<file path="src/logic/gpio_ae_pkg.sv">
// Purpose: constants and types for the port A / port E pin control block
// Assumes: Avalon-MM byte-addressed word registers, 8-bit data in low bits
// Notes:   printed offsets are register indices; byte address is four times index
package gpio_ae_pkg;
   localparam logic [8:0] port_a_pins_idx      = 9'h005;
   localparam logic [8:0] port_e_pins_idx      = 9'h009;
   localparam logic [8:0] pa_direction_idx     = 9'h085;
   localparam logic [8:0] pe_direction_idx     = 9'h089;
   localparam logic [8:0] alt_pin_function_idx = 9'h09C;
   localparam logic [8:0] pa_analog_select_idx = 9'h185;

   localparam logic [7:0] pa_direction_rst     = 8'hFF;
   localparam logic [7:0] alt_pin_function_rst = 8'h00;
   localparam logic [7:0] pa_analog_select_rst = 8'h3F;
   localparam logic [7:0] pa_analog_mask       = 8'h3F;
   localparam logic [2:0] pe_direction_rst     = 3'h7;
   localparam logic [2:0] pe_latch_rst         = 3'h0;
   localparam logic [7:0] pa_latch_rst         = 8'h00;
   localparam logic [7:0] alt_pin_mask         = 8'h03;

   localparam int timer0_pin_pos           = 4;
   localparam int slave_select_location_pos = 1;
   localparam int pe3_pos                  = 3;

   localparam logic [31:0] unmapped_read_value = 32'h0000_0000;

   typedef struct packed {
      logic [7:0] a_in;
      logic [3:0] e_in;
   } pin_sense_t;

   typedef struct packed {
      logic [7:0] a_out;
      logic [7:0] a_oe;
      logic [2:0] e_out;
      logic [2:0] e_oe;
   } pin_drive_t;
endpackage

</file>
<file path="src/logic/port_a_e_pin_control.sv">
// Purpose: data, direction and alternate-pin control for port A and port E
// Assumes: single clock, synchronous active-high reset, Avalon-MM slave
// Notes:   pins are synchronised by two flip-flops before any logic reads them
// Function
// - timer0 clock path ignores pin direction
// - pa4 output drives pin and clocks timer0
// - port E read returns present pin level
// - port E bits 7:4 read zero
// - pe3 direction bit reads one always
// - pe direction one tristates, zero drives
// - reduced variant hides port E bits 2:0
// - slave select on pa5 or pa0
// - pe3 read-only, pe2:0 read-write data
`timescale 1ns/1ps
module port_a_e_pin_control #(
   parameter bit reduced_pins = 1'b0
) (
   input  wire logic                    clock,
   input  wire logic                    rst,
   input  wire logic [11:0]             address,
   input  wire logic                    read,
   input  wire logic                    write,
   input  wire logic [31:0]             writedata,
   input  wire logic [3:0]              byteenable,
   output logic [31:0]                  readdata,
   output logic                         waitrequest,
   input  wire gpio_ae_pkg::pin_sense_t pins_in,
   output gpio_ae_pkg::pin_drive_t      pins_drive,
   output logic                         timer0_ext_clock_in,
   output logic                         slave_select_in,
   output logic [5:0]                   analog_enable
);

   typedef enum {idle_s, answer_s} bus_state_t;

   bus_state_t   state;
   gpio_ae_pkg::pin_sense_t sense_meta;
   gpio_ae_pkg::pin_sense_t sense;
   logic [7:0]   pa_latch;
   logic [7:0]   pa_dir;
   logic [2:0]   pe_latch;
   logic [2:0]   pe_dir;
   logic [7:0]   alt_pin;
   logic [7:0]   pa_analog;
   logic [31:0]  next_readdata;
   logic [8:0]   index;
   logic         wr_take;
   logic         lane0;

   assign index   = address[10:2];
   assign lane0   = byteenable[0];
   // write lands in the answer cycle, the edge at which the master sees
   // waitrequest low, so a held request is never stored twice
   assign wr_take = write && (state == answer_s) && lane0;

   // two-flop synchroniser; first stage feeds only the second
   always_ff @(posedge clock) begin
      if (rst) begin
         sense_meta <= '0;
         sense      <= '0;
      end else begin
         sense_meta <= pins_in;
         sense      <= sense_meta;
      end
   end

   // bus handshake: waitrequest high except in answer cycle
   always_ff @(posedge clock) begin
      if (rst) begin
         state       <= idle_s;
         waitrequest <= 1'b1;
      end else begin
         case (state)
            idle_s: begin
               if (read || write) begin
                  state       <= answer_s;
                  waitrequest <= 1'b0;
               end
            end
            answer_s: begin
               state       <= idle_s;
               waitrequest <= 1'b1;
            end
            default: begin
               state       <= idle_s;
               waitrequest <= 1'b1;
            end
         endcase
      end
   end

   // port A registers
   always_ff @(posedge clock) begin
      if (rst) begin
         pa_latch  <= gpio_ae_pkg::pa_latch_rst;
         pa_dir    <= gpio_ae_pkg::pa_direction_rst;
         pa_analog <= gpio_ae_pkg::pa_analog_select_rst;
         alt_pin   <= gpio_ae_pkg::alt_pin_function_rst;
      end else if (wr_take) begin
         if (index == gpio_ae_pkg::port_a_pins_idx) begin
            pa_latch <= writedata[7:0];
         end else if (index == gpio_ae_pkg::pa_direction_idx) begin
            pa_dir <= writedata[7:0];
         end else if (index == gpio_ae_pkg::pa_analog_select_idx) begin
            pa_analog <= writedata[7:0] & gpio_ae_pkg::pa_analog_mask;
         end else if (index == gpio_ae_pkg::alt_pin_function_idx) begin
            alt_pin <= writedata[7:0] & gpio_ae_pkg::alt_pin_mask;
         end
      end
   end

   // port E: only bits 2:0 stored; bit 3 and 7:4 writes dropped
   always_ff @(posedge clock) begin
      if (rst) begin
         pe_latch <= gpio_ae_pkg::pe_latch_rst;
         pe_dir   <= gpio_ae_pkg::pe_direction_rst;
      end else if (wr_take && !reduced_pins) begin
         if (index == gpio_ae_pkg::port_e_pins_idx) begin
            pe_latch <= writedata[2:0];
         end else if (index == gpio_ae_pkg::pe_direction_idx) begin
            pe_dir <= writedata[2:0];
         end
      end
   end

   // read mux
   always_comb begin
      next_readdata = gpio_ae_pkg::unmapped_read_value;
      if (index == gpio_ae_pkg::port_a_pins_idx) begin
         next_readdata[7:0] = sense.a_in;
      end else if (index == gpio_ae_pkg::port_e_pins_idx) begin
         next_readdata[3] = sense.e_in[3];
         if (!reduced_pins) begin
            next_readdata[2:0] = sense.e_in[2:0];
         end
      end else if (index == gpio_ae_pkg::pa_direction_idx) begin
         next_readdata[7:0] = pa_dir;
      end else if (index == gpio_ae_pkg::pe_direction_idx) begin
         next_readdata[3] = 1'b1;
         if (!reduced_pins) begin
            next_readdata[2:0] = pe_dir;
         end
      end else if (index == gpio_ae_pkg::alt_pin_function_idx) begin
         next_readdata[7:0] = alt_pin;
      end else if (index == gpio_ae_pkg::pa_analog_select_idx) begin
         next_readdata[7:0] = pa_analog;
      end
   end

   always_ff @(posedge clock) begin
      if (rst) begin
         readdata <= '0;
      end else if (state == idle_s && read) begin
         readdata <= next_readdata;
      end
   end

   // pin drivers; direction 0 enables the driver
   always_ff @(posedge clock) begin
      if (rst) begin
         pins_drive <= '0;
      end else begin
         pins_drive.a_out <= pa_latch;
         pins_drive.a_oe  <= ~pa_dir;
         pins_drive.e_out <= reduced_pins ? 3'h0 : pe_latch;
         pins_drive.e_oe  <= reduced_pins ? 3'h0 : ~pe_dir;
      end
   end

   // timer0 follows pa4 pin level regardless of direction; a driven
   // level loops back through the pad so timer0 sees the latch value
   always_ff @(posedge clock) begin
      if (rst) begin
         timer0_ext_clock_in <= 1'b0;
         slave_select_in     <= 1'b1;
         analog_enable       <= '0;
      end else begin
         timer0_ext_clock_in <= sense.a_in[gpio_ae_pkg::timer0_pin_pos];
         slave_select_in     <= alt_pin[gpio_ae_pkg::slave_select_location_pos]
                                ? sense.a_in[5] : sense.a_in[0];
         analog_enable       <= pa_analog[5:0];
      end
   end

   // address match shared by the checks below
   function automatic logic reg_hit(input logic [8:0] idx, input logic [8:0] target);
      return idx == target;
   endfunction

   // cycles that a pending request has waited with waitrequest high
   logic [1:0]   pend_cnt;
   // cycles in a row that waitrequest has been low
   logic [1:0]   low_cnt;

   // helper counters saturate; they feed only the checks below
   always_ff @(posedge clock) begin
      if (rst) begin
         pend_cnt <= 2'h0;
      end else if ((read || write) && waitrequest) begin
         if (pend_cnt != 2'h3) begin
            pend_cnt <= pend_cnt + 2'h1;
         end
      end else begin
         pend_cnt <= 2'h0;
      end
   end

   always_ff @(posedge clock) begin
      if (rst) begin
         low_cnt <= 2'h0;
      end else if (!waitrequest) begin
         if (low_cnt != 2'h3) begin
            low_cnt <= low_cnt + 2'h1;
         end
      end else begin
         low_cnt <= 2'h0;
      end
   end
endmodule

</file>
<file path="config.mk">
export PLATFORM = sky130hd
export DESIGN_NAME = port_a_e_pin_control
export DESIGN_NICKNAME = d
export VERILOG_FILES = /design/src/logic/gpio_ae_pkg.sv /design/src/logic/port_a_e_pin_control.sv
export SDC_FILE = /design/constraint.sdc
export NUM_CORES = 1
export LEC_CHECK = 0
export BUFFER_PORTS_ARGS = -buffer_cell sky130_fd_sc_hd__buf_2
export CAP_MARGIN = 25
export CORE_AREA = 4 4 87 89
export DETAILED_ROUTE_END_ITERATION = 10
export DIE_AREA = 0 0 91 93
export PLACE_DENSITY = 0.83
export REMOVE_ABC_BUFFERS = 1
export SYNTH_ARGS = -nofsm -noshare
export SYNTH_HDL_FRONTEND = slang
export SYNTH_SLANG_ARGS = --single-unit
</file>
<file path="constraint.sdc">
create_clock -name clock -period 4.9 [get_ports clock]
set_input_delay 0.98 -clock clock [delete_from_list [all_inputs] [get_ports clock]]
set_output_delay 0.98 -clock clock [all_outputs]
set_load 0.01 [all_outputs]
</file>
-- After elaboration in Yosys (flattened, before gate mapping)
Cells that the tools add are included.
- add/sub/neg operators: 0
- divide/modulo/power cells: 0
- multipliers: 0
- shift operators: 0
- mux-type cells: 9
- reductions and logical operators: 13
- order comparisons: 0
- equal/unequal tests: 6
- bitwise gates (word level): 7
- operators with widths (cell ; number):
    logical NOT 32 bit ; 2
    == test 9 x 8 -> 1 bit (second input constant) ; 3
    2-to-1 mux 8 bit ; 3
    2-to-1 mux 4 bit ; 4
    == test 9 x 3 -> 1 bit (second input constant) ; 1
    == test 9 x 4 -> 1 bit (second input constant) ; 1
    == test 9 bit (second input constant) ; 1
    NOT 8 bit ; 1
    2-to-1 mux 6 bit ; 1
    AND reduction 3 bit ; 2
    NOT 1 bit ; 5
    AND reduction 5 bit ; 1
    AND reduction 2 bit ; 2
    AND reduction 4 bit ; 1
    logical AND 1 bit ; 3
    NOT 3 bit ; 1
    OR reduction 2 bit ; 1
    logical OR 1 bit ; 1
    2-to-1 mux 1 bit ; 1
- bits in read-only memories: 0
- output and inout port bits: 63
- bits of input ports: 64
- bits in registers: 94
- bits in latches: 0
- logic and storage cells: 55
- memories kept: 0
- memory bits (writable): 0

-- Depth between registers and ports, before layout
- word-level depth: 7
- gate-level depth with buffers: 6
- mapped depth without buffers: 4

-- Least setup slack after synthesis
No wires, ideal clock.
- path kind: input-to-reg
- start: input port address[10]
- end: register pa_dir[0]
- required time: 4.770 ns
- arrival: 2.405 ns
- cell stages on the path: 6
- setup slack: 2.365 ns
- path buffers: 2
- library setup time: 0.130 ns
- cells stage by stage: buf_6 > or3b_1 > clkbuf_2 > nor4_4 > mux2i_1 > nand2_1
- longest elaborated chain between the ends: 3
- elaborated cells on any way between the ends: 4
- those cells by class: 2 x eq/ne; 1 x bitwise; 1 x reduce/logical
- ends and longest elaborated chain (element ; line ; RTL):
    start: declaration ; port_a_e_pin_control.sv:20 ; input wire logic [11:0] address,
    == test 9 x 3 -> 1 bit ; port_a_e_pin_control.sv:100 ; if (index == gpio_ae_pkg::port_a_pins_idx) begin
    NOT 1 bit (no line) ; -- ;
    AND reduction 3 bit (no line) (*) ; -- ;
    end signal: assignment ; port_a_e_pin_control.sv:96 ; pa_dir <= gpio_ae_pkg::pa_direction_rst;
    end signal: assignment ; port_a_e_pin_control.sv:103 ; pa_dir <= writedata[7:0];
    end: declaration ; port_a_e_pin_control.sv:40 ; logic [7:0] pa_dir;
Mark *: on every way between the ends. The rest lies on a longest branch, timed or not.
A chain may end at the register's enable or synchronous reset.

-- Final worst setup path
- start: input port address[9]
- end: register pa_analog[2]
- longest elaborated chain between the ends: 3
- elaborated cells on any way between the ends: 6
- those cells by class: 3 x eq/ne; 2 x bitwise; 1 x reduce/logical
- ends and longest elaborated chain (element ; line ; RTL):
    == test 9 x 8 -> 1 bit / == test 9 x 3 -> 1 bit (equally long branches) ; port_a_e_pin_control.sv:102, port_a_e_pin_control.sv:100 ;
    NOT 1 bit (no line) ; -- ;
    AND reduction 4 bit (no line) (*) ; -- ;
    end signal: assignment ; port_a_e_pin_control.sv:97 ; pa_analog <= gpio_ae_pkg::pa_analog_select_rst;
    end signal: assignment ; port_a_e_pin_control.sv:105 ; pa_analog <= writedata[7:0] & gpio_ae_pkg::pa_analog_mask;
    end: declaration ; port_a_e_pin_control.sv:44 ; logic [7:0] pa_analog;
Marked as above.

==> flow_metrics.py <==
metrics = {
    "synth": {
        "synth_area_leaders": "dfxtp_1 53%, mux2i_1 8.4%, nor2b_1 8.3%",
        "yosysTopAreaCell": "dfxtp_1",
        "yosys_most_used_dff": "dfxtp_1",
        "ys_warn_count": 0,
        "synth_top_cell_area_share": 0.528,
        "yosysSeqAreaShare": 0.528,
        "synth.cell_area_mm2": 0.00356,
        "synthCells": 353,
        "synth-async-reset-ratio": 0,
        "synth.ff_latch_count": 94,
        "synth_edf_count": 0,
        "ys_types": 48,
        "avgSynthCellArea_um2": 10.1,
    },
    "sta": {
        "fin_tns_setup_ns": 0,
        "max_freq_mhz": 387,
        "max_slew_margin": 0.333,
        "finalCritPeriodShare": 0.527,
        "setup_viol": 0,
        "tightest_slew_ns": 0.986,
        "finalHoldViolations": 0,
        "fin_skew_ns": 0.00916,
        "rsz0062_at_grt": "false",
        "fin_crit_ns": 2.58,
        "maxSlewViolCount": 0,
    },
    "final_layout": {
        "multi_input_area_mm2": 0.00150,
        "fin_nets": 482,
        "regArea_mm2": 0.00188,
        "areaGrowthSynthToFinish_pct": 13.2,
        "nFillCells": 597,
        "diodes": 0,
        "mostFrequentLayoutCell": "dfxtp_1",
        "final_layout_size_suffix_gt1_frac": 0.229,
        "final_cell_mix": "94 x dfxtp_1, 72 x buf_2, 47 x nor2b_1",
    },
    "floorplanning": {
        "die_w_um": 91,
        "initial_utilization": 0.527,
        "die_area_mm2": 0.00846,
        "io-pin-count": 127,
        "die_h_um": 93,
        "fp-row-count": 30,
        "coreArea_mm2": 0.00676,
    },
    "global_route": {
        "grt_overflow": 0,
        "grt.total_usage": 0.174,
        "grt_pass1_wl_mm": 11.6,
        "grt_pass1_vias": 2447,
        "grt_max_degree": 41,
        "antenna_found_initial": 0,
    },
    "worst_setup_path": {
        "cp-end-kind": "register",
        "critPathMaxStageDelay_ns": 0.61,
        "slowest_stage": "or4b_1",
        "cp.required_ns": 5.12,
        "cp.arrival_ns": 2.80,
        "startpoint_type": "input port",
        "path_cells": "buf_2 > or4b_1 > nor4_4 > mux2i_1 > nand2_1",
        "crit_type": "in2reg",
        "cp_max_fo": 18,
        "critPathBufInv": 1,
        "crit_family": "simple AND/OR/NAND/NOR gates",
    },
    "job": {
        "max-cap-violations": 0,
    },
    "outcome": {
        "outcome": "finished clean",
    },
    "placed_design": {
        "dpl.hpwl_mm": 5.21,
        "place.gp.congestion": 0.905,
        "port_buffers": 72,
    },
    "detailed_routing": {
        "viasPerCell": 5.18,
        "vias": 2606,
        "wl_mm": 7.16,
        "dr.max_layer_used": "met4",
        "antenna_left": 0,
        "wirelength_met1_mm": 3.02,
        "drtIter0Drc": 100,
        "wl_met3_um": 522,
        "routedWlPerCell_um": 14.2,
        "met2_length_mm": 3.53,
        "drc": 0,
        "first_pass_iters": 4,
    },
    "cts": {
        "cts_setup_buffers": 0,
        "cts_tree": "done",
        "clk-insertion-delay-late_ns": 0.36,
        "ctsHoldBuffers": 0,
        "root_buffer": "clkbuf_8",
        "tritoncts.num_buffers": 9,
        "h-tree-depth": 3,
        "ctsResizeCount": 0,
        "cts_sinks": 94,
        "cts_buffer_depth": 2,
        "clkTransAtPathRegs_ns": 0.09,
    },
    "pwr": {
        "leakagePower_uw": 0.00173,
        "p_total_uw": 1320,
        "ir_drop_uv": 120,
        "p_per_area_mw_per_mm2": 328,
    },
    "worst_hold_path": {
        "hold_class": "reg2reg",
    },
}
-- stage by stage --
step                      worst slack [ns]  hold slack [ns]  instances  instance area (µm²)  utilization
after floorplan                       2.43            0.402        334                 3390            -
after global placement                1.95            0.419        487                 3860        0.571
after detailed placement              1.95            0.422        487                 3860        0.571
after CTS                             2.33            0.441        503                 4030        0.596
after global routing                  2.16            0.460        503                 4030        0.596
final                                 2.32            0.439        503                 4030        0.596
-- synth_stat cells, types with 3 or more instances --
library cell	number
a211oi_1	4
a21oi_1	8
a32oi_1	3
and3_1	3
buf_4	24
clkbuf_1	14
dfxtp_1	94
mux2i_1	30
nand2_1	23
nand2b_1	3
nand3_1	13
nand4_1	3
nor2_1	24
nor2b_1	47
nor3_1	8
o21ai_0	8
or3_1	3
-- routing by layer --
metal  vias to the layer above  global-route usage
met4                         0              0.0628
met3                         8              0.0563
met1                      1215               0.207
met2                        93               0.294
li1                       1290                   -
met5                         -                   0
-- logic make-up after synthesis --
logic type	Yosys count	share of synthesized area
simple gates	148	0.240
flops	94	0.528
buf+inv	44	0.0748
compound gates	34	0.0650
mux	32	0.0907
other cells	1	0.00105
-- power breakdown --
group | switching [µW] | total (µW) | internal, µW
Clock | 254 | 450 | 196
Sequential | 5.06 | 783 | 778
Combinational | 57.4 | 87.0 | 29.6
-- state kept, by name (all words and copies together) (netlist names), 2 cells and up --
name	flops
pins_drive	22
pe_dir	3
analog_enable	6
sense_meta	12
pa_analog	6
pa_dir	8
alt_pin	2
readdata	8
pa_latch	8
sense	12
pe_latch	3
-- worst paths after layout --
kind / from / end / slack (ns) / cells past startpoint
min: sense_meta[3] / sense[3] / 0.44 / 1
min reg2reg: sense_meta[3] / sense[3] / 0.44 / 1
max: address[9] / pa_analog[2] / 2.32 / 5
max reg2reg: state[0] / pa_analog[2] / 3.18 / 4
-- area by class of cell --
type | instances | share of cell area
clock buffer | 10 | 0.0342
clock inverter | 6 | 0.00900
inverter | 2 | 0.00186
multi-input combinational | 238 | 0.372
sequential | 94 | 0.467
tap | 80 | 0.0248
timing repair buffer | 73 | 0.0913
-- worst reg2reg max path, cell delays in order, from the launching register on --
cell and delay [ns]:
dfxtp_1 0.44, nand3_1 0.20, nor4_4 0.61, mux2i_1 0.27, nand2_1 0.07
Note: power is estimated with default switching activity, not from simulation.
